## src/cpu_stack_irq_pkg.sv

```systemverilog
package cpu_stack_irq_pkg;

    localparam int            PC_W          = 24;
    localparam int            DATA_W        = 32;
    localparam int            EXT_W         = 40;
    localparam int            FLT_LSB_W     = 8;
    localparam int            REG_IDX_W     = 5;
    localparam int            IRQ_N         = 4;
    localparam int            IRQ_IDX_W     = 2;
    localparam int            GIE_BIT       = 13;
    localparam logic [4:0]    EXT_REG_COUNT = 5'h08;
    localparam logic [31:0]   STATUS_RESET  = 32'h00000000;
    localparam logic [3:0]    FLAG_RESET    = 4'h0;
    localparam logic [3:0]    MASK_RESET    = 4'h0;
    localparam logic [23:0]   VECTOR_BASE   = 24'h000001;
    localparam logic [7:0]    PC_PAD        = 8'h00;
    localparam logic [7:0]    FLT_ZERO      = 8'h00;

    typedef enum logic [3:0] {
        OP_CALL         = 4'h0,
        OP_RET_SUB      = 4'h1,
        OP_RET_IRQ      = 4'h2,
        OP_PUSH_INT     = 4'h3,
        OP_POP_INT      = 4'h4,
        OP_PUSH_FLT     = 4'h5,
        OP_POP_FLT      = 4'h6,
        OP_PTR_WRITE    = 4'h7,
        OP_FLAG_WRITE   = 4'h8,
        OP_MASK_WRITE   = 4'h9,
        OP_STATUS_WRITE = 4'hA,
        OP_IRQ_ENTRY    = 4'hB
    } op_e;

    typedef enum logic [1:0] {
        STATE_IDLE  = 2'b00,
        STATE_WRITE = 2'b01,
        STATE_READ  = 2'b10
    } state_e;

endpackage

```

## src/cpu_stack_irq_entry.sv

```systemverilog
// Functional notes
// - Stack grows upward: push increments, pop decrements
// - Pointer addresses last pushed word always
// - Taken calls and interrupt entry push return address
// - Taken returns pop top word into PC
// - Integer push/pop moves any register's value
// - Integer push lower, float push upper 32
// - Float push/pop only for registers zero-seven
// - Float pop zeroes low eight bits
// - Stack pointer readable and writable by software
// - Reset leaves stack pointer unchanged
// - Request sets flag bit regardless of enables
// - Entry needs flag, enable and global enable
// - Flag writes force or discard requests
// - Flag register reads pending requests always
// - Entry loads serviced interrupt vector into PC
// - Entry clears global interrupt enable
// - Fixed priority, one vector per source
// - Only program counter saved automatically
// - Pushed and popped PC is 24 bits
// - Taken interrupt return sets global interrupt enable
// - Global enable is status bit 13, reset clears
`timescale 1ns/100ps
module cpu_stack_irq_entry
    import cpu_stack_irq_pkg::*;
(
    input  wire logic                 clk_sys_i,
    input  wire logic                 rst_n_i,
    input  wire logic                 op_valid_i,
    input  wire logic [3:0]           op_code_i,
    input  wire logic                 op_cond_i,
    input  wire logic [REG_IDX_W-1:0] op_reg_i,
    input  wire logic [DATA_W-1:0]    op_wdata_i,
    input  wire logic [EXT_W-1:0]     op_ext_i,
    input  wire logic [PC_W-1:0]      op_ret_pc_i,
    input  wire logic [PC_W-1:0]      op_target_i,
    input  wire logic [PC_W-1:0]      irq_ret_pc_i,
    input  wire logic [IRQ_N-1:0]     irq_req_i,
    input  wire logic [DATA_W-1:0]    mem_rdata_i,
    input  wire logic                 mem_ack_i,
    output logic                      op_ready_o,
    output logic                      op_done_o,
    output logic                      op_error_o,
    output logic                      mem_req_o,
    output logic                      mem_we_o,
    output logic [DATA_W-1:0]         mem_addr_o,
    output logic [DATA_W-1:0]         mem_wdata_o,
    output logic                      pc_load_o,
    output logic [PC_W-1:0]           pc_value_o,
    output logic                      reg_wr_o,
    output logic [REG_IDX_W-1:0]      reg_wr_idx_o,
    output logic [EXT_W-1:0]          reg_wr_data_o,
    output logic                      irq_ack_o,
    output logic [IRQ_IDX_W-1:0]      irq_ack_idx_o,
    output logic [DATA_W-1:0]         stack_top_pointer_o,
    output logic [IRQ_N-1:0]          irq_flag_o,
    output logic [IRQ_N-1:0]          irq_enable_mask_o,
    output logic [DATA_W-1:0]         cpu_status_word_o,
    output logic                      global_irq_enable_o
);

    state_e                 state_reg;
    state_e                 state_next;
    op_e                    kind_reg;
    logic [REG_IDX_W-1:0]   idx_reg;
    logic [EXT_W-1:0]       ext_reg;
    logic [PC_W-1:0]        target_reg;
    logic [IRQ_IDX_W-1:0]   irq_sel_reg;
    logic [DATA_W-1:0]      stack_reg;
    logic [DATA_W-1:0]      status_reg;
    logic [DATA_W-1:0]      status_next;
    logic [IRQ_N-1:0]       flag_reg;
    logic [IRQ_N-1:0]       flag_next;
    logic [IRQ_N-1:0]       mask_reg;
    logic [IRQ_N-1:0]       mask_next;
    logic [IRQ_N-1:0]       irq_meta_reg;
    logic [IRQ_N-1:0]       irq_sync_reg;
    logic [IRQ_N-1:0]       irq_prev_reg;
    logic [IRQ_N-1:0]       irq_rise;
    logic [IRQ_N-1:0]       pending;
    logic [IRQ_IDX_W-1:0]   irq_sel;
    logic                   irq_take;
    logic                   op_take;
    logic                   float_ok;
    logic                   start_write;
    logic                   start_read;
    logic                   write_done;
    logic                   read_done;
    logic                   ready_next;
    logic [DATA_W-1:0]      push_data;

    function automatic logic [IRQ_IDX_W-1:0] lowest_set(input logic [IRQ_N-1:0] vec);
        logic [IRQ_IDX_W-1:0] pos;
        pos = '0;
        for (int i = IRQ_N - 1; i >= 0; i--)
        begin
            if (vec[i])
            begin
                pos = IRQ_IDX_W'(i);
            end
        end
        return pos;
    endfunction

    // Requests are pins: two stages before the edge detector sees them
    always_ff @(posedge clk_sys_i)
    begin
        if (!rst_n_i)
        begin
            irq_meta_reg <= '0;
            irq_sync_reg <= '0;
            irq_prev_reg <= '0;
        end
        else
        begin
            irq_meta_reg <= irq_req_i;
            irq_sync_reg <= irq_meta_reg;
            irq_prev_reg <= irq_sync_reg;
        end
    end

    assign irq_rise    = irq_sync_reg & ~irq_prev_reg;
    assign pending     = flag_reg & mask_reg;
    assign irq_sel     = lowest_set(pending);
    assign irq_take    = (state_reg == STATE_IDLE) && (|pending) && status_reg[GIE_BIT];
    assign op_take     = op_valid_i && op_ready_o;
    assign float_ok    = op_reg_i < EXT_REG_COUNT;
    assign write_done  = (state_reg == STATE_WRITE) && mem_ack_i;
    assign read_done   = (state_reg == STATE_READ) && mem_ack_i;

    always_comb
    begin
        start_write = irq_take;
        start_read  = 1'b0;
        push_data   = {PC_PAD, irq_ret_pc_i};
        if (op_take)
        begin
            case (op_code_i)
                OP_CALL:
                begin
                    start_write = op_cond_i;
                    push_data   = {PC_PAD, op_ret_pc_i};
                end
                OP_PUSH_INT:
                begin
                    start_write = 1'b1;
                    push_data   = op_ext_i[DATA_W-1:0];
                end
                OP_PUSH_FLT:
                begin
                    start_write = float_ok;
                    push_data   = op_ext_i[EXT_W-1:FLT_LSB_W];
                end
                OP_RET_SUB, OP_RET_IRQ: start_read = op_cond_i;
                OP_POP_INT:             start_read = 1'b1;
                OP_POP_FLT:             start_read = float_ok;
                default:                start_read = 1'b0;
            endcase
        end
    end

    always_comb
    begin
        state_next = state_reg;
        case (state_reg)
            STATE_IDLE:
            begin
                if (start_write)
                begin
                    state_next = STATE_WRITE;
                end
                else if (start_read)
                begin
                    state_next = STATE_READ;
                end
            end
            STATE_WRITE, STATE_READ:
            begin
                if (mem_ack_i)
                begin
                    state_next = STATE_IDLE;
                end
            end
            default: state_next = STATE_IDLE;
        endcase
    end

    always_comb
    begin
        status_next = status_reg;
        mask_next   = mask_reg;
        flag_next   = flag_reg;
        if (op_take && op_code_i == OP_STATUS_WRITE)
        begin
            status_next = op_wdata_i;
        end
        if (irq_take)
        begin
            status_next[GIE_BIT] = 1'b0;
            flag_next[irq_sel]   = 1'b0;
        end
        if (read_done && kind_reg == OP_RET_IRQ)
        begin
            status_next[GIE_BIT] = 1'b1;
        end
        if (op_take && op_code_i == OP_MASK_WRITE)
        begin
            mask_next = op_wdata_i[IRQ_N-1:0];
        end
        if (op_take && op_code_i == OP_FLAG_WRITE)
        begin
            flag_next = op_wdata_i[IRQ_N-1:0];
        end
        // A new edge beats any clear in the same cycle
        flag_next = flag_next | irq_rise;
    end

    // Ready is withheld whenever an entry will win the next idle cycle
    assign ready_next = (state_next == STATE_IDLE)
                        && !((|(flag_next & mask_next)) && status_next[GIE_BIT]);

    always_ff @(posedge clk_sys_i)
    begin
        if (!rst_n_i)
        begin
            status_reg <= STATUS_RESET;
            mask_reg   <= MASK_RESET;
            flag_reg   <= FLAG_RESET;
            state_reg  <= STATE_IDLE;
            op_ready_o <= 1'b0;
        end
        else
        begin
            status_reg <= status_next;
            mask_reg   <= mask_next;
            flag_reg   <= flag_next;
            state_reg  <= state_next;
            op_ready_o <= ready_next;
        end
    end

    // No reset on purpose: software must load the pointer before first use
    always_ff @(posedge clk_sys_i)
    begin
        if (op_take && op_code_i == OP_PTR_WRITE)
        begin
            stack_reg <= op_wdata_i;
        end
        else if (write_done)
        begin
            stack_reg <= stack_reg + 32'h00000001;
        end
        else if (read_done)
        begin
            stack_reg <= stack_reg - 32'h00000001;
        end
    end

    always_ff @(posedge clk_sys_i)
    begin
        if (!rst_n_i)
        begin
            kind_reg    <= OP_CALL;
            idx_reg     <= '0;
            ext_reg     <= '0;
            target_reg  <= '0;
            irq_sel_reg <= '0;
        end
        else if (irq_take)
        begin
            kind_reg    <= OP_IRQ_ENTRY;
            irq_sel_reg <= irq_sel;
        end
        else if (op_take)
        begin
            kind_reg   <= op_e'(op_code_i);
            idx_reg    <= op_reg_i;
            ext_reg    <= op_ext_i;
            target_reg <= op_target_i;
        end
    end

    always_ff @(posedge clk_sys_i)
    begin
        if (!rst_n_i)
        begin
            mem_req_o   <= 1'b0;
            mem_we_o    <= 1'b0;
            mem_addr_o  <= '0;
            mem_wdata_o <= '0;
        end
        else if (start_write)
        begin
            mem_req_o   <= 1'b1;
            mem_we_o    <= 1'b1;
            mem_addr_o  <= stack_reg + 32'h00000001;
            mem_wdata_o <= push_data;
        end
        else if (start_read)
        begin
            mem_req_o  <= 1'b1;
            mem_we_o   <= 1'b0;
            mem_addr_o <= stack_reg;
        end
        else if (mem_ack_i)
        begin
            mem_req_o <= 1'b0;
        end
    end

    always_ff @(posedge clk_sys_i)
    begin
        if (!rst_n_i)
        begin
            op_done_o     <= 1'b0;
            op_error_o    <= 1'b0;
            pc_load_o     <= 1'b0;
            pc_value_o    <= '0;
            reg_wr_o      <= 1'b0;
            reg_wr_idx_o  <= '0;
            reg_wr_data_o <= '0;
            irq_ack_o     <= 1'b0;
            irq_ack_idx_o <= '0;
        end
        else
        begin
            op_done_o  <= (op_take && !start_write && !start_read) || write_done || read_done;
            op_error_o <= op_take && !float_ok
                          && (op_code_i == OP_PUSH_FLT || op_code_i == OP_POP_FLT);
            irq_ack_o  <= irq_take;
            pc_load_o  <= 1'b0;
            reg_wr_o   <= 1'b0;
            if (irq_take)
            begin
                irq_ack_idx_o <= irq_sel;
            end
            if (write_done && kind_reg == OP_IRQ_ENTRY)
            begin
                pc_load_o  <= 1'b1;
                pc_value_o <= VECTOR_BASE + PC_W'(irq_sel_reg);
            end
            else if (write_done && kind_reg == OP_CALL)
            begin
                pc_load_o  <= 1'b1;
                pc_value_o <= target_reg;
            end
            if (read_done)
            begin
                case (kind_reg)
                    OP_RET_SUB, OP_RET_IRQ:
                    begin
                        pc_load_o  <= 1'b1;
                        pc_value_o <= mem_rdata_i[PC_W-1:0];
                    end
                    OP_POP_INT:
                    begin
                        reg_wr_o      <= 1'b1;
                        reg_wr_idx_o  <= idx_reg;
                        reg_wr_data_o <= {ext_reg[EXT_W-1:DATA_W], mem_rdata_i};
                    end
                    OP_POP_FLT:
                    begin
                        reg_wr_o      <= 1'b1;
                        reg_wr_idx_o  <= idx_reg;
                        reg_wr_data_o <= {mem_rdata_i, FLT_ZERO};
                    end
                    default: reg_wr_o <= 1'b0;
                endcase
            end
        end
    end

    assign stack_top_pointer_o = stack_reg;
    assign irq_flag_o          = flag_reg;
    assign irq_enable_mask_o   = mask_reg;
    assign cpu_status_word_o   = status_reg;
    assign global_irq_enable_o = status_reg[GIE_BIT];
endmodule

```

## config.mk

```make
export PLATFORM = sky130hd
export DESIGN_NAME = cpu_stack_irq_entry
export DESIGN_NICKNAME = d
export VERILOG_FILES = /design/src/cpu_stack_irq_pkg.sv /design/src/cpu_stack_irq_entry.sv
export SDC_FILE = /design/constraint.sdc
export NUM_CORES = 1
export LEC_CHECK = 0
export BUFFER_PORTS_ARGS = -buffer_cell sky130_fd_sc_hd__buf_2
export CAP_MARGIN = 20
export CORE_ASPECT_RATIO = 0.5
export CORE_MARGIN = 3
export CORE_UTILIZATION = 45
export DETAILED_ROUTE_END_ITERATION = 10
export GPL_ROUTABILITY_DRIVEN = 1
export GPL_TIMING_DRIVEN = 1
export PLACE_DENSITY = 0.72
export SKIP_LAST_GASP = 1
export SLEW_MARGIN = 20
export SYNTH_ARGS = -nofsm -noshare
export SYNTH_HDL_FRONTEND = slang
export SYNTH_SLANG_ARGS = --single-unit
```

## constraint.sdc

```tcl
create_clock -name clk_sys_i -period 4.2 [get_ports clk_sys_i]
set_clock_uncertainty 0.1 [all_clocks]
set_input_delay 0.21 -clock clk_sys_i [delete_from_list [all_inputs] [get_ports clk_sys_i]]
set_output_delay 0.21 -clock clk_sys_i [all_outputs]
set_load 0.02 [all_outputs]
```

---- Word-level counts from Yosys, hierarchy flattened ----
Cells that the tools add are included.
cells by class
  add/subtract/negate cells ............... 3
  multiply operators ...................... 0
  div/mod/pow operators ................... 0
  order comparisons ....................... 3
  equality and inequality tests ........... 17
  shift operators ......................... 0
  mux-type cells .......................... 44
  bitwise logic cells ..................... 9
  reductions and logical operators ........ 46
operators with widths
  operator                                             count
  2-to-1 mux 32 bit                                    6
  2-to-1 mux 24 bit                                    4
  one-hot mux 32 bit (3 select lines)                  1
  one-hot mux 40 bit (2 select lines)                  1
  adder 32 x 1 -> 32 bit, second input constant        1
  subtractor 32 x 1 -> 32 bit, second input constant   1
  equality test 4 x 3 -> 1 bit, second input constant  6
  2-to-1 mux 4 bit                                     5
  logical AND 1 bit                                    19
  AND 4 bit                                            4
  equality test 4 bit, second input constant           4
  2-to-1 mux 1 bit                                     15
  2-to-1 mux 14 bit                                    1
  2-to-1 mux 2 bit                                     7
  equality test 4 x 2 -> 1 bit, second input constant  3
  OR reduction 2 bit                                   5
  equality test 4 x 1 -> 1 bit, second input constant  2
  logical NOT 4 bit                                    2
  inverter 4 bit                                       2
  AND reduction 2 bit                                  4
  OR reduction 4 bit                                   2
  one-hot mux 1 bit (3 select lines)                   2
  nonzero test 2 bit                                   3
  nonzero test 3 bit                                   2
  other kinds (13)                                     20
storage, ports and cells
  register bits after elaboration ......... 302
  latch bits .............................. 0
  bits in writable memories ............... 0
  ROM bits ................................ 0
  input port bits ......................... 194
  output and inout port bits .............. 216
  word-level logic and storage cells ...... 150
  memories ................................ 0

---- Depth between registers and ports, before layout ----
Gate-level depths: netlist of run 1.
  depth in word-level cells ............... 19
  depth in mapped cells ................... 11
  depth with buffers taken out ............ 8

---- Least setup slack after synthesis of run 1 ----
No wires, ideal clock.
  kind .................................... register -> register
  from .................................... register op_ready_o
  to ...................................... register stack_reg[0] (netlist: stack_top_pointer_o[0]), enable pin
  library setup time ...................... 0.466 ns
  data arrival time ....................... 3.117 ns
  required time ........................... 3.634 ns
  path slack .............................. 0.517 ns
  stages on the path, launching flop included .. 3
  buffers on the path ..................... 0
  period minus slack after synthesis ...... 3.683 ns
  cell sequence ........................... dfxtp_1 > nand4b_1 > o21ai_0
on the way
  cells in the longest elaborated chain, start to end .. 3
RTL lines
  item                                 line                        text
  from (decl)                          cpu_stack_irq_entry.sv:41   output logic op_ready_o,
  from (signal assigned)               cpu_stack_irq_entry.sv:238  op_ready_o <= ready_next;
  logical AND 1 bit                    cpu_stack_irq_entry.sv:126  assign op_take = op_valid_i && op_ready_o;
  logical AND 1 bit                    cpu_stack_irq_entry.sv:245  if (op_take && op_code_i == OP_PTR_WRITE)
  nonzero test 3 bit (no source line)  n/a
  to (signal assigned)                 cpu_stack_irq_entry.sv:247  stack_reg <= op_wdata_i;
  to (signal assigned)                 cpu_stack_irq_entry.sv:251  stack_reg <= stack_reg + 32'h00000001;
  to (signal assigned)                 cpu_stack_irq_entry.sv:255  stack_reg <= stack_reg - 32'h00000001;
  to (decl)                            cpu_stack_irq_entry.sv:69   logic [DATA_W-1:0] stack_reg;
Every way passes these cells.
A chain may end at the register's enable or synchronous reset.

---- Worst setup path in the final report of run 1 ----
  from .................................... register state_reg[0]
  to ...................................... register mem_wdata_o[14]
on the way
  cells in the longest elaborated chain, start to end .. 5
RTL lines
  item                                 line                        text
  from (decl)                          cpu_stack_irq_entry.sv:62   state_e state_reg;
  from (signal assigned)               cpu_stack_irq_entry.sv:237  state_reg <= state_next;
  logical NOT 2 bit (*)                cpu_stack_irq_entry.sv:125  assign irq_take = (state_reg == STATE_IDLE) && (|pending) && status_reg[GIE_BIT];
  logical AND 1 bit (*) (2 in series)  cpu_stack_irq_entry.sv:125
  one-hot mux 1 bit (3 select lines)   cpu_stack_irq_entry.sv:138  case (op_code_i)
  2-to-1 mux 1 bit (*)                 cpu_stack_irq_entry.sv:136  if (op_take)
  to (signal assigned)                 cpu_stack_irq_entry.sv:297  mem_wdata_o <= push_data;
  to (decl)                            cpu_stack_irq_entry.sv:47   output logic [DATA_W-1:0] mem_wdata_o,
Mark *: on every way between the ends. The rest lies on a longest branch, timed or not.

==> results of run 1 <==
metal layers:
| metal | GRT usage, % | part of all wire, % | vias to the layer above |
|---|---|---|---|
| li1 | - | - | 6699 |
| met1 | 38.9 | 42 | 6608 |
| met4 | 11.4 | 4.1 | 0 |
| met2 | 47.6 | 46 | 637 |
| met3 | 6.60 | 7.9 | 144 |
| met5 | 0 | 0 | - |
worst max-delay path by stage:
stage,start,endpoint,depth (start not counted),slack (ns)
after floorplan,op_ready_o,stack_top_pointer_o[0],2,0.52
after CTS,state_reg[0],mem_wdata_o[7],9,0.65
final,state_reg[0],mem_wdata_o[14],9,0.50
after global routing,state_reg[0],mem_wdata_o[14],9,0.24
after global placement,op_code_i[3],mem_addr_o[0],8,1.24
after detailed placement,op_code_i[3],mem_addr_o[13],8,1.15
area by class of cell:
class	count	area share, %
clock inverter	11	0.785
sequential	270	32.7
inverter	13	0.307
clock buffer	35	4.07
antenna	2	0.0285
multi-input combinational	1210	38.0
timing repair buffer	584	21.4
tap	382	2.73
report_power, final:
part	internal (mW)	switching [mW]
logic	0.271	0.352
registers	2.67	0.0528
clock network	1.37	1.05
total	4.31	1.45
timing repair:
item / 4_1_cts / 5_1_grt
hold buffers: 154 / 0
hold endpoints to repair: 213 / 0
setup endpoints to repair: 0 / 0
critical path, cell delays in order, from the launching register on:
cell and delay, ns:
dfxtp_1 0.36, inv_1 0.14, ha_1 0.35, nand2_1 0.15, a31oi_1 0.57, nor2_1 0.33, nor2_8 0.61, o211ai_1 0.24
dlygate4sd3_1 0.62, a21oi_1 0.13
cells by family (layout without fill, tap and decap cells):
| logic type | after synthesis | count (layout) | synth area share (%) |
|---|---|---|---|
| and+or+nand+nor | 712 | 712 | 24.9 |
| other | 0 | 2 | 0 |
| muxes | 12 | 12 | 0.936 |
| adders and majority gates | 7 | 7 | 0.676 |
| DFF | 270 | 270 | 44.2 |
| AOI/OAI and AO/OA | 437 | 437 | 21.6 |
| buffers and inverters | 152 | 643 | 4.91 |
| xor gates and xnor gates | 42 | 42 | 2.84 |
cell usage in the layout (no fill, tap or decap), types with 12 or more instances in the layout:
cell type,n
and2_1,25
a22o_1,14
xor2_1,12
nand4_1,24
buf_2,409
nand2_1,404
inv_1,12
a31oi_1,13
buf_4,20
xnor2_1,30
a21oi_1,185
a311oi_1,36
o211ai_1,27
clkbuf_16,25
dfxtp_1,238
a22oi_1,44
nor2_1,115
nand3_1,54
o21ai_0,45
edfxtp_1,32
o22ai_1,13
dlygate4sd3_1,154
metrics by stage:
stage	setup WS, ns	instance area [sq um]	cells	hold slack (ns)
final	0.496	17500	2507	0.0214
after floorplan	0.517	13000	1632	0.237
after CTS	0.654	17500	2505	0.000279
after global routing	0.242	17500	2505	0.0438
after detailed placement	1.15	15100	2305	0.320
after global placement	1.24	15100	2305	0.316
==> impl_metrics.json, run 1 <==
{
  "status": "finished, final reports clean",
  "cts.sinks": 270,
  "fin_crit_ns": 3.70,
  "cts.repair.resized": 0,
  "die_w_microns": 246,
  "synthTopCellsByCount": "nand2_1 (404), dfxtp_1 (238), a21oi_1 (185)",
  "fillers": 2455,
  "regArea_sq_um": 5730,
  "synth_area_sq_um": 13000,
  "r2r_start": "state_reg[0]",
  "hold_class": "in2reg",
  "synth_fp_nets": 1833,
  "die_y_microns": 126,
  "timing.final.crit_share_pct": 88.2,
  "synth_top_cell_by_area": "dfxtp_1",
  "areaGrowthSynthToFinish_pct": 35.3,
  "slew_headroom_pct": 26.0,
  "r2r_end": "mem_wdata_o[14]",
  "reg2reg_depth": 9,
  "cts_buffers": 25,
  "synth_seq_area_share_pct": 44.2,
  "totalWireLength_microns": 48200,
  "hold_viol": 0,
  "cts_buffer_depth": 3,
  "num_io_pins": 410,
  "gp_congestion": 0.918,
  "row_count": 43,
  "drtIter0Drc": 1287,
  "setup_viol_count_final": 0,
  "total_power_mw": 5.77,
  "synth_most_common_cell": "nand2_1",
  "ys_types": 81,
  "cts_tree": "done",
  "start_util_pct": 46.2,
  "insertion_delay_ns": 0.55,
  "slew_viol_final": 0,
  "worstPathRequired_ns": 4.57,
  "worst_pin_slew_ns": 1.11,
  "hold_end": "mem_wdata_o[9]",
  "syn_area_per_cell_sq_um": 7.94,
  "num_vias": 14100,
  "grt-ovfl-total": 0,
  "grt_max_degree": 141,
  "cts_root_buf": "clkbuf_16",
  "syn_inst": 1632,
  "synth_top_cell_area_share_pct": 36.8,
  "port_buffers": 409,
  "vdd_drop_max_v": 0.000266,
  "setup.worst_path.class": "reg2reg",
  "yosysWarnings": 0,
  "postCtsSetupBuffers": 0,
  "dr.pass1.iters": 5,
  "wl_per_cell_microns": 19.2,
  "grt_pass1_vias": 13000,
  "clk_pin_slew_worst_paths_ns": 0.07,
  "r2r_slack_ns": 0.50,
  "async_reset_ff_share_pct": 0,
  "die_area_sq_um": 31000,
  "max_freq_mhz": 270,
  "startpoint_type": "register",
  "largest_reg_flops": 40,
  "yosys-top-cells-area": "dfxtp_1 (37%), nand2_1 (12%), edfxtp_1 (7.4%)",
  "nets": 2305,
  "synth_edf_count": 32,
  "ys.flop_type": "dfxtp_1",
  "track_usage_pct": 29.6,
  "antenna_found_initial": 0,
  "hold_depth": 5,
  "layout-drive-gt1-share_pct": 23.9,
  "end_kind": "register",
  "grt_pass1_wl_microns": 73600,
  "critPathMaxFanout": 45,
  "ys_seq_elements": 270,
  "fin_util_pct": 62.6,
  "ctsHtreeMaxLevel": 1,
  "leakage_nw": 6.88,
  "drcViolationCount": 0,
  "ant_nets": 0,
  "power.density_nw_per_um2": 329,
  "rsz0062_at_grt": "false",
  "maxCapViolCount": 0,
  "multiInputGateArea_sq_um": 6660,
  "core_sq_um": 28000,
  "min_from": "op_ext_i[17]",
  "top_register": "reg_wr_data_o",
  "routed_via_density": 5.62,
  "arrival_ns": 4.07,
  "hpwl_microns": 31700,
  "setup_tns_ns": 0
}
(Power assumes the default switching activity.)
==> inputs of run 2 (changes only) <==
- CTS_BUF_LIST: default -> sky130_fd_sc_hd__clkbuf_2
==> impl_metrics.json, run 2 (synthesis gave the netlist of run 1 again) <==
{
  "status": "finished, final reports clean",
  "slew_viol_final": 0,
  "antenna_found_initial": 3,
  "cpMaxStageDelayCell": "dlygate4sd3_1",
  "totalWireLength_microns": 55900,
  "fin_crit_ns": 3.76,
  "r2r_end": "mem_wdata_o[19]",
  "fin_hold_ws_ns": 0.0514,
  "max_freq_mhz": 266,
  "hold_viol": 0,
  "die_y_microns": 126,
  "cts_tree": "done",
  "timing.final.crit_share_pct": 89.6,
  "power.density_nw_per_um2": 267,
  "drtIter0Drc": 1690,
  "rsz0062_at_grt": "false",
  "setup_tns_ns": 0,
  "worstPathRequired_ns": 5.01,
  "reg2reg_depth": 10,
  "clk_pin_slew_worst_paths_ns": 0.14,
  "row_count": 43,
  "ctsHtreeMaxLevel": 2,
  "num_io_pins": 410,
  "cts_root_buf": "clkbuf_2",
  "dpl_cell_area_sq_um": 15100,
  "drcViolationCount": 0,
  "grt_pass1_wl_microns": 86000,
  "final_common_cell": "buf_2",
  "arrival_ns": 4.57,
  "cts.sinks": 270,
  "layout-drive-gt1-share_pct": 23.4,
  "insertion_delay_ns": 0.96,
  "num_vias": 16100,
  "stdcell_area_sq_um": 19500,
  "die_area_sq_um": 31000,
  "leakage_nw": 7.76,
  "setup.worst_path.class": "reg2reg",
  "cts_buffer_depth": 3,
  "largest_reg_flops": 40,
  "slew_headroom_pct": 30.0,
  "setup_viol_count_final": 0,
  "gp_congestion": 0.918,
  "hpwl_microns": 31700,
  "postCtsSetupBuffers": 0,
  "worst_pin_slew_ns": 1.05,
  "end_kind": "register",
  "post-place-cells": 2305,
  "grt-ovfl-total": 0,
  "fin_ws_ns": 0.435,
  "crit_chain": "inv_1 > ha_1 > nand2_1 > a31oi_2 > nor2_1 > nor2_8 > o211ai_1 > dlygate4sd3_1 > a21oi_1 > dlygate4sd3_1",
  "fillers": 2155,
  "final_cells": 2798,
  "track_usage_pct": 34.6,
  "cts_buffers": 60,
  "nets": 2566,
  "r2r_slack_ns": 0.44,
  "start_util_pct": 46.2,
  "vdd_drop_max_v": 0.000158,
  "grt_max_degree": 141,
  "cp_slowest_stage_delay_ns": 0.61,
  "top_register": "reg_wr_data_o",
  "critPathMaxFanout": 23,
  "grt_pass1_vias": 15600,
  "hold_end": "reg_wr_data_o[8]",
  "maxCapViolCount": 0,
  "wl_per_cell_microns": 20.0,
  "crit_path_frequent_cell": "dlygate4sd3_1",
  "fin_util_pct": 69.5,
  "ant_nets": 0,
  "startpoint_type": "register",
  "areaGrowthSynthToFinish_pct": 50.3,
  "hold_class": "in2reg",
  "core_sq_um": 28000,
  "die_w_microns": 246,
  "routed_via_density": 5.74,
  "dr.pass1.iters": 6,
  "port_buffers": 409,
  "total_power_mw": 5.20,
  "place_ws_ns": 1.15,
  "hold_depth": 4,
  "r2r_start": "state_reg[0]",
  "min_from": "mem_rdata_i[0]",
  "final_cell_mix": "buf_2 (409), nand2_1 (404), dlygate4sd3_1 (379)"
}
-- run 2: cell count changes in the layout (fill, tap and decap cells not counted), moves of 4 or more --
cell and delta:
clkinv_2 -4, clkinv_1 +12, clkbuf_2 +92, clkbuf_16 -25
clkbuf_1 -5, clkbuf_8 -5, dlygate4sd3_1 +225
-- run 2: cell type report --
| class | count | area [sq um] | share of cell area, % |
|---|---|---|---|
| antenna | 5 | 12.5 | 0.0642 |
| clock buffer | 92 | 460 | 2.36 |
| clock inverter | 16 | 62.6 | 0.321 |
| inverter | 13 | 53.8 | 0.276 |
| multi-input combinational | 1211 | 6680 | 34.3 |
| sequential | 270 | 5730 | 29.4 |
| tap | 382 | 478 | 2.45 |
| timing repair buffer | 809 | 6010 | 30.8 |
-- run 2: what timing repair did --
item                                   in CTS  in global routing
endpoints found under the hold margin     247                  3
setup endpoints to repair                   0                  5
hold buffers                              376                  3
resized for setup                           0                  1
-- run 2: critical path: cells and delay by family, from the launching register on --
family / cells / cell delay (ns)
adders and majority gates: 1 / 0.36
DFF: 1 / 0.37
buffers and inverters: 3 / 1.33
AOI/OAI and AO/OA: 3 / 0.75
and+or+nand+nor: 3 / 0.87
-- run 2: worst max path at each step --
| stage | from | end | slack [ns] |
|---|---|---|---|
| floorplan | op_ready_o | stack_top_pointer_o[0] | 0.52 |
| global placement | op_code_i[3] | mem_addr_o[0] | 1.24 |
| detailed placement | op_code_i[3] | mem_addr_o[13] | 1.15 |
| CTS | state_reg[0] | mem_wdata_o[7] | 0.16 |
| global route | state_reg[0] | mem_wdata_o[19] | 0.20 |
| finish | state_reg[0] | mem_wdata_o[19] | 0.44 |
-- run 2: metal layers --
layer | track usage [%] | wire [microns] | vias up
li1 | - | - | 7252
met1 | 41.8 | 21400 | 7497
met2 | 55.7 | 25800 | 1023
met3 | 9.89 | 5460 | 283
met4 | 19.7 | 3260 | 0
met5 | 0 | 0 | -
-- run 2: power breakdown --
part           total (mW)  switching [mW]  internal (mW)
sequential           2.72          0.0544           2.67
combinational       0.759           0.390          0.369
clock                1.72            1.14          0.579
total                5.20            1.58           3.62
